[config.mk]
export PLATFORM = sky130hd
export DESIGN_NAME = ddst_core
export DESIGN_NICKNAME = d
export VERILOG_FILES = /design/src/core/ddst_pkg.sv /design/src/core/ddst_core.sv
export SDC_FILE = /design/constraint.sdc
export NUM_CORES = 1
export LEC_CHECK = 0
export ABC_CLOCK_PERIOD_IN_PS = 1900
export BUFFER_PORTS_ARGS = -buffer_cell sky130_fd_sc_hd__buf_2
export CORE_MARGIN = 1.5
export CORE_UTILIZATION = 40
export DETAILED_ROUTE_END_ITERATION = 7
export GPL_TIMING_DRIVEN = 1
export PLACE_DENSITY = 0.66
export SETUP_SLACK_MARGIN = 0.4
export SYNTH_ARGS = -nofsm -noshare
export SYNTH_HDL_FRONTEND = slang
export SYNTH_SLANG_ARGS = --single-unit
[constraint.sdc]
create_clock -name clk_in -period 1.9 [get_ports clk_in]
set_clock_uncertainty 0.1 [all_clocks]
set_input_delay 0.095 -clock clk_in [delete_from_list [all_inputs] [get_ports clk_in]]
set_output_delay 0.095 -clock clk_in [all_outputs]
set_load 0.01 [all_outputs]
[src/core/ddst_pkg.sv]
// Constants and state types for the debug serial time-out and single-step block
`default_nettype none
package ddst_pkg;
    // *****************************************
    // Serial timing, in serial debug clock cycles
    // *****************************************
    localparam logic [9:0] SYNC_LOW_CYC = 10'h080;
    localparam logic [9:0] TIMEOUT_CYC = 10'h200;
    localparam logic [9:0] SYNC_DLY_CYC = 10'h010;
    localparam logic [9:0] ACK_DLY_CYC = 10'h010;
    localparam logic [9:0] ACK_LOW_CYC = 10'h010;
    localparam logic [9:0] BIT_SAMPLE_CYC = 10'h00a;
    localparam logic [9:0] SPEEDUP_CYC = 10'h001;
    localparam logic [7:0] SERIAL_DIV = 8'h01;

    // *****************************************
    // State types
    // *****************************************
    typedef enum logic [3:0] {
        L_IDLE,
        L_LOW,
        L_WAIT_HI,
        L_SYNC_DLY,
        L_SYNC_LOW,
        L_SYNC_SPD,
        L_ACK_DLY,
        L_ACK_LOW,
        L_ACK_SPD
    } ddst_link_t;

    typedef enum logic [1:0] {
        S_IDLE,
        S_RUN,
        S_LP
    } ddst_step_t;
endpackage
`default_nettype wire

[src/core/ddst_core.sv]
// Debug serial pin bit receiver, sync answer, ack pulse, time-out and single-step control
`default_nettype none
module ddst_core
    import ddst_pkg::*;
#(
    parameter logic [7:0] CLK_DIV = SERIAL_DIV
) (
    input wire logic clk_in,          // 125 MHz clock
    input wire logic rst_in,          // Synchronous reset, active high
    input wire logic pin_in,          // Debug serial pin level
    output logic pin_out,             // Debug serial pin drive value
    output logic pin_oe_out,          // Debug serial pin drive enable
    output logic rx_bit_out,          // Pulse: one bit received
    output logic rx_val_out,          // Value of last received bit
    output logic soft_rst_out,        // Pulse: partial command discarded
    output logic sync_seen_out,       // Pulse: sync request recognised
    input wire logic partial_in,      // Command or retrieval incomplete
    input wire logic read_wait_in,    // Read issued, data not yet retrieved
    input wire logic ack_req_in,      // Pulse: command done, ack if enabled
    input wire logic hs_on_in,        // Pulse: handshake-enable command
    input wire logic hs_off_in,       // Pulse: handshake-disable command
    output logic hs_en_out,           // Handshake enabled
    input wire logic active_in,       // Processor in active debug mode
    input wire logic step_cmd_in,     // Pulse: single_step_command decoded
    input wire logic irq_pend_in,     // Interrupt pending
    input wire logic instr_done_in,   // Pulse: stepped instruction or stacking done
    input wire logic cpu_lp_in,       // Processor in stop or wait
    input wire logic sys_stop_in,     // System stop mode
    output logic fw_exit_out,         // Pulse: leave debug firmware for one step
    output logic stack_only_out,      // Step performs interrupt stacking only
    output logic dbg_entry_out,       // Pulse: re-enter active debug mode
    output logic vec_entry_out,       // Saved PC is a handler entry
    output logic step_busy_out,       // Single step outstanding
    output logic software_breakpoint_instruction_ok_out,         // Background-entry command allowed
    output logic cmd_ok_out           // Other debug commands allowed
);
    // *****************************************
    // Declarations
    // *****************************************
    ddst_link_t link_ff, nxt_link;
    ddst_step_t step_ff;
    logic [7:0] div_ff;
    logic [9:0] cnt_ff, nxt_cnt;
    logic [9:0] to_cnt_ff;
    logic tick, pin_q_ff, fall, samp_ff, rx_bit_ff, rx_val_ff, sync_ff, to_ff;
    logic hs_ff, ack_pend_ff, rearm_ff, to_run, step_ack;
    logic fw_exit_ff, stack_ff, entry_ff, vec_ff;

    function automatic logic last_cyc(input logic [9:0] cnt, input logic [9:0] lim);
        last_cyc = (cnt == lim - 10'h001);
    endfunction

    // *****************************************
    // Serial clock divider
    // *****************************************
    assign tick = (div_ff == CLK_DIV - 8'h01);

    always_ff @(posedge clk_in) begin
        if (rst_in || tick) begin
            div_ff <= 8'h00;
        end else begin
            div_ff <= div_ff + 8'h01;
        end
    end

    // *****************************************
    // Pin edge detection
    // *****************************************
    always_ff @(posedge clk_in) begin
        if (rst_in) begin
            pin_q_ff <= 1'b1;
        end else begin
            pin_q_ff <= pin_in;
        end
    end

    // Own drive is never sensed: falls count only in idle, and not in system stop
    assign fall = pin_q_ff && !pin_in && (link_ff == L_IDLE) && !sys_stop_in;

    // *****************************************
    // Link state machine
    // *****************************************
    always_comb begin
        nxt_link = link_ff;
        nxt_cnt = cnt_ff;
        case (link_ff)
            L_IDLE: begin
                nxt_cnt = 10'h000;
                if (fall) begin
                    nxt_link = L_LOW;
                end else if (ack_pend_ff && !sys_stop_in) begin
                    nxt_link = L_ACK_DLY;
                end
            end
            L_LOW: begin
                if (pin_in) begin
                    nxt_link = L_IDLE;
                end else if (tick) begin
                    if (last_cyc(cnt_ff, SYNC_LOW_CYC)) begin
                        nxt_link = L_WAIT_HI;
                    end
                    nxt_cnt = cnt_ff + 10'h001;
                end
            end
            L_WAIT_HI: begin
                nxt_cnt = 10'h000;
                if (pin_in) begin
                    nxt_link = L_SYNC_DLY;
                end
            end
            L_SYNC_DLY, L_SYNC_LOW, L_SYNC_SPD, L_ACK_DLY, L_ACK_LOW, L_ACK_SPD: begin
                if (tick) begin
                    nxt_cnt = cnt_ff + 10'h001;
                    case (link_ff)
                        L_SYNC_DLY: begin
                            if (last_cyc(cnt_ff, SYNC_DLY_CYC)) begin
                                nxt_link = L_SYNC_LOW;
                                nxt_cnt = 10'h000;
                            end
                        end
                        L_SYNC_LOW: begin
                            if (last_cyc(cnt_ff, SYNC_LOW_CYC)) begin
                                nxt_link = L_SYNC_SPD;
                                nxt_cnt = 10'h000;
                            end
                        end
                        L_ACK_DLY: begin
                            if (last_cyc(cnt_ff, ACK_DLY_CYC)) begin
                                nxt_link = L_ACK_LOW;
                                nxt_cnt = 10'h000;
                            end
                        end
                        L_ACK_LOW: begin
                            if (last_cyc(cnt_ff, ACK_LOW_CYC)) begin
                                nxt_link = L_ACK_SPD;
                                nxt_cnt = 10'h000;
                            end
                        end
                        default: begin
                            if (last_cyc(cnt_ff, SPEEDUP_CYC)) begin
                                nxt_link = L_IDLE;
                                nxt_cnt = 10'h000;
                            end
                        end
                    endcase
                end
            end
            default: begin
                nxt_link = L_IDLE;
                nxt_cnt = 10'h000;
            end
        endcase
    end

    always_ff @(posedge clk_in) begin
        if (rst_in) begin
            link_ff <= L_IDLE;
            cnt_ff <= 10'h000;
        end else begin
            link_ff <= nxt_link;
            cnt_ff <= nxt_cnt;
        end
    end

    // *****************************************
    // Bit value and bit/sync pulses
    // *****************************************
    always_ff @(posedge clk_in) begin
        if (rst_in) begin
            samp_ff <= 1'b1;
            rx_val_ff <= 1'b0;
            rx_bit_ff <= 1'b0;
            sync_ff <= 1'b0;
        end else begin
            rx_bit_ff <= (link_ff == L_LOW) && pin_in;
            sync_ff <= (link_ff == L_LOW) && (nxt_link == L_WAIT_HI);
            if (fall) begin
                samp_ff <= 1'b1;
            end else if ((link_ff == L_LOW) && tick && (cnt_ff == BIT_SAMPLE_CYC)) begin
                samp_ff <= pin_in;
            end
            if ((link_ff == L_LOW) && pin_in) begin
                rx_val_ff <= samp_ff;
            end
        end
    end

    // *****************************************
    // Idle time-out
    // *****************************************
    // Held while a sync request waits for the pin to rise, and while a handshaken read waits for its ack
    assign to_run = partial_in && (link_ff != L_WAIT_HI) && !(hs_ff && read_wait_in && !rearm_ff);

    always_ff @(posedge clk_in) begin
        if (rst_in) begin
            rearm_ff <= 1'b0;
        end else if (!read_wait_in) begin
            rearm_ff <= 1'b0;
        end else if ((link_ff == L_ACK_SPD) && (nxt_link == L_IDLE)) begin
            rearm_ff <= 1'b1;
        end
    end

    always_ff @(posedge clk_in) begin
        if (rst_in) begin
            to_cnt_ff <= 10'h000;
            to_ff <= 1'b0;
        end else begin
            to_ff <= 1'b0;
            if (fall || !to_run || sync_ff) begin
                to_cnt_ff <= 10'h000;
            end else if (tick) begin
                if (last_cyc(to_cnt_ff, TIMEOUT_CYC)) begin
                    to_cnt_ff <= 10'h000;
                    to_ff <= 1'b1;
                end else begin
                    to_cnt_ff <= to_cnt_ff + 10'h001;
                end
            end
        end
    end

    // *****************************************
    // Handshake enable and ack request
    // *****************************************
    always_ff @(posedge clk_in) begin
        if (rst_in) begin
            hs_ff <= 1'b0;
        end else if (sys_stop_in) begin
            hs_ff <= 1'b0;
        end else if (hs_on_in) begin
            hs_ff <= 1'b1;
        end else if (hs_off_in) begin
            hs_ff <= 1'b0;
        end
    end

    always_ff @(posedge clk_in) begin
        if (rst_in || sys_stop_in) begin
            ack_pend_ff <= 1'b0;
        end else if (hs_on_in && !sys_stop_in) begin
            ack_pend_ff <= 1'b1;
        end else if (hs_ff && !hs_off_in && (ack_req_in || step_ack)) begin
            ack_pend_ff <= 1'b1;
        end else if ((link_ff == L_IDLE) && (nxt_link == L_ACK_DLY)) begin
            ack_pend_ff <= 1'b0;
        end
    end

    // *****************************************
    // Single-step control
    // *****************************************
    // A step into low power finishes without an ack
    assign step_ack = (step_ff == S_RUN) && !cpu_lp_in && instr_done_in;

    always_ff @(posedge clk_in) begin
        if (rst_in) begin
            step_ff <= S_IDLE;
            fw_exit_ff <= 1'b0;
            stack_ff <= 1'b0;
            entry_ff <= 1'b0;
            vec_ff <= 1'b0;
        end else begin
            fw_exit_ff <= 1'b0;
            entry_ff <= 1'b0;
            case (step_ff)
                S_IDLE: begin
                    if (step_cmd_in && active_in && !sys_stop_in) begin
                        step_ff <= S_RUN;
                        fw_exit_ff <= 1'b1;
                        stack_ff <= irq_pend_in;
                    end
                end
                S_RUN: begin
                    if (cpu_lp_in) begin
                        step_ff <= S_LP;
                    end else if (instr_done_in) begin
                        step_ff <= S_IDLE;
                        entry_ff <= 1'b1;
                        vec_ff <= stack_ff;
                    end
                end
                S_LP: begin
                    if (!cpu_lp_in) begin
                        step_ff <= S_IDLE;
                        entry_ff <= 1'b1;
                        vec_ff <= 1'b1;
                    end
                end
                default: begin
                    step_ff <= S_IDLE;
                end
            endcase
        end
    end

    // *****************************************
    // Outputs
    // *****************************************
    assign pin_oe_out = (link_ff == L_SYNC_LOW) || (link_ff == L_SYNC_SPD) ||
                        (link_ff == L_ACK_LOW) || (link_ff == L_ACK_SPD);
    assign pin_out = (link_ff == L_SYNC_SPD) || (link_ff == L_ACK_SPD);
    assign rx_bit_out = rx_bit_ff;
    assign rx_val_out = rx_val_ff;
    assign soft_rst_out = to_ff || sync_ff;
    assign sync_seen_out = sync_ff;
    assign hs_en_out = hs_ff;
    assign fw_exit_out = fw_exit_ff;
    assign stack_only_out = stack_ff;
    assign dbg_entry_out = entry_ff;
    assign vec_entry_out = vec_ff;
    assign step_busy_out = (step_ff != S_IDLE);
    assign software_breakpoint_instruction_ok_out = !cpu_lp_in && !sys_stop_in;
    assign cmd_ok_out = !sys_stop_in;
endmodule
`default_nettype wire

==> After elaboration in Yosys (flattened, before gate mapping) <==
Index checks and enable logic that the tools add are counted.
{ "classes": {"reduce_logical": 60, "bitwise": 3, "n_addsub": 3, "muxes": 43, "n_eq_ne": 25} }
{ "op_table": {"columns": ["op", "count"], "rows": [
  ["10-bit two-way mux", 7],
  ["4-bit two-way mux", 12],
  ["10-bit case mux with 2 select lines", 2],
  ["4-bit case mux with 4 select lines", 2],
  ["1-bit logical AND", 22],
  ["10-bit by 1-bit adder with 10-bit output, second input constant", 2],
  ["10-bit by 4-bit equality test with 1-bit output, second input constant", 2],
  ["4-bit by 3-bit equality test with 1-bit output, second input constant", 5],
  ["2-bit != test, second input constant", 7],
  ["1-bit two-way mux", 13],
  ["4-bit by 2-bit equality test with 1-bit output, second input constant", 3],
  ["10-bit by 7-bit equality test with 1-bit output, second input constant", 1],
  ["10-bit by 9-bit equality test with 1-bit output, second input constant", 1],
  ["10-bit logical NOT", 1],
  ["1-bit logical OR", 10],
  ["2-bit OR reduction", 5],
  ["8-bit by 1-bit adder with 8-bit output, second input constant", 1],
  ["4-bit logical NOT", 2],
  ["8-bit logical NOT", 1],
  ["2-bit two-way mux", 4],
  ["1-bit logical NOT", 7],
  ["2-bit case mux with 3 select lines", 1],
  ["3-bit AND reduction", 2],
  ["2-bit nonzero test", 3],
  ["other kinds (14)", 18]
]} }
{ "totals": {"input_bits": 14, "output_inout_bits": 14, "elab_cells": 152, "ff_bits": 47} }

==> Depth between registers and ports, before layout <==
Gate-level depths: netlist (run 1).
{ "logic_depth": {"ltp_word": 11, "ltp_mapped": 8, "ltp_nobuf": 7} }

==> Worst setup path before layout (run 1) <==
OpenSTA, ideal clock, no wires.
{ "synth_path": {"path_type": "register -> register", "startpoint": "reg cnt_ff[2]", "endpoint": "reg cnt_ff[2]", "n_path_buf": 0, "stages_incl_launch_ff": 6, "t_required_ns": 1.668, "synth_period_minus_slack_ns": 1.871, "t_arrival_ns": 1.640, "slack_ns": 0.029, "setup_time_ns": 0.132, "cell_sequence": "dfxtp_1 -> or4_4 -> o32ai_2 -> o2111ai_2 -> a21oi_4 -> nor3_1"} }
{ "synth_between": {"elab_chain_cells": 5, "word_cells_on_any_way": 12, "cone_classes": "1 x add/sub; 2 x eq/ne; 8 x mux; 1 x reduce/logical"} }
{ "synth_rtl": {"columns": ["item", "line_no", "text"], "rows": [
  ["from (decl)", "ddst_core.sv:43", "logic [9:0] cnt_ff, nxt_cnt;"],
  ["from (signal assigned)", "ddst_core.sv:161", "cnt_ff <= nxt_cnt;"],
  ["10-bit by 1-bit adder with 10-bit output (tied with other cells)", "ddst_core.sv:102, ddst_core.sv:113", null],
  ["10-bit two-way mux, on equally long branches", null, null],
  ["10-bit case mux with 2 select lines", "ddst_core.sv:114", "case (link_ff)"],
  ["10-bit two-way mux", "ddst_core.sv:112", "if (tick) begin"],
  ["10-bit case mux with 2 select lines *", "ddst_core.sv:86", "case (link_ff)"]
]} }
Mark *: on every way between the ends. The rest lies on a longest branch, timed or not. The select of a mux whose other input is x is not followed.
A chain may end at the register's enable or synchronous reset.

==> Final worst setup path (run 1) <==
{ "layout_path": {"startpoint": "reg cnt_ff[9]", "endpoint": "reg cnt_ff[5]"} }
{ "layout_between": {"elab_chain_cells": 5, "word_cells_on_any_way": 9, "cone_classes": "2 x eq/ne; 6 x mux; 1 x reduce/logical"} }
{ "layout_rtl": {"columns": ["item", "line_no", "text"], "rows": [
  ["10-bit by 4-bit equality test with 1-bit output (tied with other cells)", "ddst_core.sv:50", "last_cyc = (cnt == lim - 10'h001);"],
  ["10-bit two-way mux, on equally long branches", null, null],
  ["10-bit case mux with 2 select lines *", "ddst_core.sv:114", null],
  ["10-bit two-way mux *", "ddst_core.sv:112", null],
  ["10-bit case mux with 2 select lines *", "ddst_core.sv:86", null]
]} }
Marked as above.

==> metrics.sh, run 1 <==
ARRIVAL_PS=2020
HOLDCRITSTARTPOINT='instr_done_in'
NUMBER_OF_DRC_VIOLATIONS_AFTER_DETAILED_ROUTING_ITERATION_0=108
FIRST_GLOBAL_VIAS=2275
LAYOUT-DRIVE-GT1-SHARE_PCT=43.0
CLOCK_TREE.HTREE_LEVEL_COUNT=2
FINAL_HOLD_VIOLATIONS=0
SINK_COUNT_OF_THE_CLOCK_TREE=47
WORSTREGTOREGCELLS=5
DIE_X_EXTENT_UM=83.4
SYNTHESIS.AREA_PER_INSTANCE_SQ_UM=8.54
PLACEABLECOREAREA_SQ_UM=6310
ROUTEDWLPERCELL_UM=13.8
CTS_CLK_PIN_SLEW_WORST_PATHS_PS=100
OUTCOME='finished with violations'
NNETSFINAL=409
PIN_COUNT=28
CORE.ROWCOUNT=29
P_LEAK_nW=1.49
REMAINING_DRC_ERRORS=0
SETUP.WORST_PATH.START_CLASS='flip-flop'
SYN_TO_FINAL_GROWTH_PCT=44.0
ASYNC_FLOP_SHARE_PCT=0
WORST_HOLD_PATH.NUM_CELLS=3
TIMING.HOLD.WORST.CLASS='in2reg'
TIMING.HOLD.WORST_ENDPOINT='dbg_entry_out'
BUFFER_PORTS.INSERTED=27
GP_ROUTABILITY_CONGESTION=0.808
CLKLATENCYLATEPIN_PS=310
START_UTIL_PCT=41.0
UTILIZATION_PCT=59.1
SYNTH_FF_TYPE='dfxtp_1'
GLOBALROUTE.TOTALOVERFLOW=0
TIMING.RR.START='cnt_ff[9]'
FIN_CRIT_SH_PCT=102
POST-ROUTE-CELL-AREA_SQ_UM=3730
YS_SEQ_AREA_SHARE_PCT=36.3
POST_SYNTHESIS_NET_COUNT=327
SETUP_VIOLATIONS=9
VIOLATED_CHECKS='setup timing'
MAXSLEWHEADROOM_PCT=72.8
GRT_SETUP_UNREPAIRED='true'
DESIGN.DIE.AREA_SQ_UM=6960
CLOCK_TREE.ROOT_CELL='clkbuf_8'
HOLD_SLACK_PS=14.6
POWERDENSITY_nW_PER_UM2=569
CLOCK_PATH_BUFFERS=2
DIE_Y_UM=83.4
GRT_PASS1_WL_UM=10500
TIMING.REG2REG.SETUP_SLACK_PS=-30
ROUTED_VIA_DENSITY=5.32
NUMBER_OF_STANDARD_CELLS_IN_THE_FINAL_LAYOUT_EXCLUDING_FILLERS=463
GRT_START_MAX_NET_PINS=36
IR_WORST_VDD_uV=496
SYNTHESIS.AREA_SQ_UM=2590
YS_TYPES=57
GR-USAGE-ALL-LAYERS_PCT=18.0
TIMING_MAX_TRANSITION_VIOLATIONS_FINAL=0
SYNTH.YOSYS.WARNINGS=0
CRIT_REQUIRED_PS=1990
PATH_CLASS='reg2reg'
CP-END-KIND='flip-flop'
CLOCK.FMAX_MHz=517
ANTENNA_FOUND_INITIAL=0
NUMBER_OF_INSTANCES_IN_THE_SYNTHESIZED_NETLIST=303
MOST-COMMON-LAYOUT-CELLS='dfxtp_1 (38), buf_4 (38), nor2_1 (28)'
CRITICAL_PATH.REG2REG.ENDPOINT='cnt_ff[5]'
POST-ROUTE-WORST-SETUP-SLACK_PS=-34.3
ANTENNA_CELLS=0
DRT_WL_TOTAL_UM=6400
HPWL_AFTER_DPL_UM=4070
CP_MAX_FO=8
CTS_MADE_BUFFERS=5
DR.PASS1.ITERS=4
ROUTE.VIAS.TOTAL=2464
SYNTH.FF_LATCH_COUNT=47
DRTANTENNAVIOLNETS=0
PLACE.DETAILED.INSTANCES=421
FIN_TNS_SETUP_PS=-248
CTS_TREE='yes'
WORST_PIN_SLEW_PS=406
MIN_PERIOD_PS=1930
MAX_CAP_VIOL_COUNT=0
POSTPLACECELLAREA_SQ_UM=3030
SYNTH-EDFF-COUNT=0
CRIT_PATH_START='cnt_ff[9]'
cells by family (layout without fill, tap and decap cells):
| group | count (synthesis) | count (layout) | synth area share [%] |
|---|---|---|---|
| compound gates | 47 | 47 | 13.7 |
| xor+xnor | 22 | 22 | 7.44 |
| fa+ha+maj | 10 | 10 | 4.83 |
| buf+inv | 33 | 116 | 5.80 |
| flops | 47 | 47 | 36.3 |
| mux | 6 | 6 | 2.32 |
| simple gates | 138 | 138 | 29.5 |
what timing repair did:
action	CTS	global route
endpoints found under the hold margin	6	0
gates resized for setup	49	35
pin swaps	23	23
hold buffers	7	0
cloned	0	0
setup buffers	12	15
endpoints found under the setup margin	41	43
sequential cells by signal, indices dropped and copies added (netlist names), 2 cells and up:
name and flops:
div_ff 8, step_ff 2, cnt_ff 10, to_cnt_ff 10, link_ff 4
critical path, cell delays in order, from the launching register on:
cell       delay [ps]
dfxtp_2           330
or4_4             550
o32ai_4           270
o2111ai_4         190
a21oi_4           300
nor3_1             90
power by group:
| part | internal [mW] | switching, mW | leakage, nW | total (mW) |
|---|---|---|---|---|
| clock | 0.283 | 0.393 | 0.0526 | 0.676 |
| combinational | 0.209 | 0.206 | 1.05 | 0.415 |
| sequential | 1.01 | 0.0204 | 0.385 | 1.03 |
| total | 1.50 | 0.619 | 1.49 | 2.12 |
synthesized netlist by cell type (3+ instances only):
master | count | area (sq um)
nand4_1 | 4 | 25.0
nor3_1 | 24 | 120
a21oi_1 | 15 | 75.1
mux2i_1 | 6 | 60.1
and2_1 | 4 | 25.0
nor3b_1 | 5 | 37.5
nand3_1 | 9 | 45.0
nand2b_1 | 5 | 31.3
ha_1 | 10 | 125
nand3b_1 | 5 | 37.5
buf_2 | 6 | 30.0
inv_1 | 16 | 60.1
or3_1 | 6 | 37.5
or2_2 | 4 | 25.0
xnor2_1 | 16 | 140
a31oi_1 | 3 | 18.8
o21ai_0 | 5 | 25.0
xor2_1 | 6 | 52.6
dfxtp_1 | 47 | 941
nor2_1 | 35 | 131
clkbuf_1 | 8 | 30.0
and3_1 | 3 | 18.8
nand2_1 | 17 | 63.8
area by class of cell:
class	count	area, sq um
Clock buffer	5	68.8
Clock inverter	3	31.3
Fill cell	546	2580
Inverter	16	60.1
Multi-Input combinational cell	223	1790
Sequential cell	47	957
Tap cell	77	96.3
Timing Repair Buffer	92	727
stage by stage:
stage,setup slack (ps),power [mW]
3_5_place_dp,-34.6,1.34
3_3_place_gp,17.3,1.33
4_1_cts,-43.0,2.07
6_report,-34.3,2.12
5_1_grt,-133,2.22
2_1_floorplan,30.6,1.25
layer usage:
metal / global-route usage (%) / up-vias / part of all wire, %
met3: 3.68 / 10 / 2.9
met2: 30.6 / 37 / 51
met5: 0 / - / 0
met1: 23.2 / 1182 / 45
met4: 5.37 / 0 / 1.7
li1: - / 1235 / -
how the worst max path moves through the flow:
stage,slack [ps],to
after floorplan,30,cnt_ff[2]
after global placement,20,cnt_ff[5]
after detailed placement,-30,cnt_ff[5]
after CTS,-40,cnt_ff[5]
after global routing,-130,cnt_ff[7]
final,-30,cnt_ff[5]
Note: power is estimated with default switching activity, not from simulation.
==> run 2, diff against run 1 <==
--- a/config.mk
+++ b/config.mk
@@ -5,13 +5,14 @@
 export SDC_FILE = /design/constraint.sdc
 export NUM_CORES = 1
 export LEC_CHECK = 0
-export ABC_CLOCK_PERIOD_IN_PS = 1900
+export ABC_CLOCK_PERIOD_IN_PS = 1710
 export BUFFER_PORTS_ARGS = -buffer_cell sky130_fd_sc_hd__buf_2
 export CORE_MARGIN = 1.5
 export CORE_UTILIZATION = 40
 export DETAILED_ROUTE_END_ITERATION = 7
 export GPL_TIMING_DRIVEN = 1
 export PLACE_DENSITY = 0.66
+export REMOVE_ABC_BUFFERS = 1
 export SETUP_SLACK_MARGIN = 0.4
 export SYNTH_ARGS = -nofsm -noshare
 export SYNTH_HDL_FRONTEND = slang
==> constraint.sdc (replaced) <==
create_clock -name clk_in -period 1.71 [get_ports clk_in]
set_clock_uncertainty 0.1 [all_clocks]
set_input_delay 0.0855 -clock clk_in [delete_from_list [all_inputs] [get_ports clk_in]]
set_output_delay 0.0855 -clock clk_in [all_outputs]
set_load 0.01 [all_outputs]
==> metrics.sh, run 2 (synthesized netlist as in run 1, its figures left out) <==
FIN_CRIT_SH_PCT=121  # was 102%
GR-USAGE-ALL-LAYERS_PCT=19.8  # was 18.0%
POWER_FRAC_CLOCK_PCT=29.9  # was 31.9%
GRT_PASS1_WL_UM=11400  # was 10,500 um
DRTANTENNAVIOLNETS=0  # unchanged
CRIT_REQUIRED_PS=1780  # was 1990 ps
GP_ROUTABILITY_CONGESTION=0.845  # was 0.808
MAXSLEWHEADROOM_PCT=72.8  # about the same
START_UTIL_PCT=41.0  # unchanged
REMAINING_DRC_ERRORS=0  # unchanged
ANTENNA_FOUND_INITIAL=0  # unchanged
MOST-COMMON-LAYOUT-CELLS='buf_4 (65), dfxtp_1 (37), buf_2 (27)'  # was dfxtp_1 (38), buf_4 (38), nor2_1 (28)
GRT_START_MAX_NET_PINS=36  # unchanged
DR.PASS1.ITERS=4  # unchanged
FINAL_HOLD_VIOLATIONS=0  # unchanged
CLOCK.FMAX_MHz=485  # was 517 MHz
PATH_CLASS='reg2reg'  # unchanged
GLOBALROUTE.TOTALOVERFLOW=0  # unchanged
CTS_TREE='yes'  # unchanged
CTS_CLK_PIN_SLEW_WORST_PATHS_PS=90  # was 100 ps
ARRIVAL_PS=2140  # was 2020 ps
P_LEAK_nW=1.62  # was 1.49 nW
DESIGN.DIE.AREA_SQ_UM=6960  # unchanged
GRT_SETUP_UNREPAIRED='true'  # unchanged
REGAREA_SQ_UM=966  # was 957 sq um
IR_WORST_VDD_uV=443  # was 496 uV
CLKLATENCYLATEPIN_PS=300  # was 310 ps
WORST_PIN_SLEW_PS=408  # was 406 ps
PLACEABLECOREAREA_SQ_UM=6310  # unchanged
OUTCOME='finished with violations'  # unchanged
POWERDENSITY_nW_PER_UM2=599  # was 569 nW/um^2
SETUP_VIOLATIONS=27  # was 9
FINAL_COMMON_CELL='buf_4'
DIE_X_EXTENT_UM=83.4  # unchanged
CLOCK_PATH_BUFFERS=2  # unchanged
CTS_MADE_BUFFERS=5  # unchanged
ROUTEDWLPERCELL_UM=14.8  # was 13.8 um
MULTIINPUTGATEAREA_SQ_UM=1840  # was 1790 sq um
TIMING.HOLD.WORST.CLASS='in2reg'  # unchanged
POST-ROUTE-WORST-SETUP-SLACK_PS=-353  # was -34.3 ps
HOLDCRITSTARTPOINT='instr_done_in'  # unchanged
MIN_PERIOD_PS=2060  # was 1930 ps
SINK_COUNT_OF_THE_CLOCK_TREE=47  # unchanged
CP-END-KIND='flip-flop'  # unchanged
VIOLATED_CHECKS='setup timing'  # unchanged
POWER.SHARE.SWITCHING_PCT=28.2  # was 29.2%
ROUTED_VIA_DENSITY=5.26  # was 5.32
CLOCK_TREE.ROOT_CELL='clkbuf_8'  # unchanged
LAYOUT-DRIVE-GT1-SHARE_PCT=48.8  # was 43.0%
FIRST_GLOBAL_VIAS=2505  # was 2,275
SETUP.WORST_PATH.START_CLASS='flip-flop'  # unchanged
DIE_Y_UM=83.4  # unchanged
FIN_TNS_SETUP_PS=-5510  # was -248 ps
SYN_TO_FINAL_GROWTH_PCT=54.3  # was 44.0%
CP_MAX_FO=4  # was 8
SHARE_COMB_OF_TOTAL_POWER_PCT=22.0  # was 19.6%
HOLD_SLACK_PS=25.5  # was 14.6 ps
TIMING.RR.START='cnt_ff[2]'  # was cnt_ff[9]
TIMING_MAX_TRANSITION_VIOLATIONS_FINAL=0  # unchanged
LARGESTREGISTERS='cnt_ff x10, to_cnt_ff x10, div_ff x8'  # unchanged
MAX_CAP_VIOL_COUNT=0  # unchanged
FILLCELLCOUNT=508  # was 546
CORE.ROWCOUNT=29  # unchanged
CRIT_PATH_START='cnt_ff[2]'  # was cnt_ff[9]
ROUTE.VIAS.TOTAL=2572  # was 2,464
DRT_WL_TOTAL_UM=7210  # was 6400 um
HPWL_AFTER_DPL_UM=4350  # was 4070 um
BUFFER_PORTS.INSERTED=27  # unchanged
PIN_COUNT=28  # unchanged
POWER_FRAC_SEQ_PCT=48.1  # was 48.6%
NNETSFINAL=435  # was 409
NUMBER_OF_DRC_VIOLATIONS_AFTER_DETAILED_ROUTING_ITERATION_0=127  # was 108
ANTENNA_CELLS=0  # unchanged
INTERNAL_POWER_mW=1.72  # was 1.50 mW
CLOCK_TREE.HTREE_LEVEL_COUNT=2  # unchanged
P_SWITCHING_mW=0.674  # was 0.619 mW
## run 2: cell types whose count changed in the layout (fill, tap and decap cells not counted), sizes merged
| cell | change |
|---|---|
| buf | +28 |
| dlygate4sd3 | -2 |
| clkinvlp | +1 |
| clkbuf | +1 |
| inv | -3 |
| clkinv | +1 |
## run 2: worst paths after layout
kind / to / slack (ps) / cells past startpoint
min reg2reg: rx_val_out / 380 / 2
max: cnt_ff[2] / -350 / 6
max reg2reg: cnt_ff[2] / -350 / 6
min: dbg_entry_out / 30 / 3
## run 2: per-layer routing
| layer | up-vias | track usage (%) | share of wire, % |
|---|---|---|---|
| li1 | 1277 | - | - |
| met1 | 1238 | 25.9 | 44 |
| met2 | 45 | 33.9 | 51 |
| met3 | 12 | 3.38 | 3.8 |
| met4 | 0 | 5.51 | 1.4 |
| met5 | - | 0 | 0 |
## run 2: layout make-up
cell class	count	share of cell area, %
multi-input combinational	223	46.1
sequential	47	24.2
inverter	16	1.69
timing repair buffer	118	23.2
clock inverter	2	0.407
tap	77	2.41
clock buffer	6	2.07
## run 2: what timing repair did
item,4_1_cts,5_1_grt
gates cloned,1,0
endpoints found under the setup margin,46,46
setup buffers,10,9
hold buffers,5,0
resized for setup,89,31
pin swaps,32,27
endpoints found under the hold margin,5,0
## run 2: metrics by stage
| step | area [sq um] | instances | total power, mW | worst slack (ps) | utilization (%) |
|---|---|---|---|---|---|
| final | 3990 | 489 | 2.39 | -353 | 63.3 |
| after CTS | 3810 | 480 | 2.34 | -206 | 60.3 |
| after detailed placement | 3230 | 456 | 1.50 | -278 | 51.1 |
| after global placement | 3230 | 456 | 1.50 | -221 | 51.1 |
| after floorplan | 2500 | 286 | 1.36 | -387 | - |
| after global routing | 3990 | 489 | 2.50 | -401 | 63.3 |
## run 2: power groups by stage
stage	combinational, mW	sequential [mW]	clock [mW]
6_report	0.525	1.15	0.716
5_1_grt	0.570	1.16	0.774
4_1_cts	0.457	1.15	0.735
3_5_place_dp	0.339	1.16	0
3_3_place_gp	0.334	1.16	0
2_1_floorplan	0.186	1.17	0
## run 2: worst max-delay path: stages (launching register included)
cell and delay (ps):
dfxtp_2 340, or4_4 560, o32ai_4 340, o2111ai_4 190
a21oi_4 220, buf_6 140, nor3_2 40
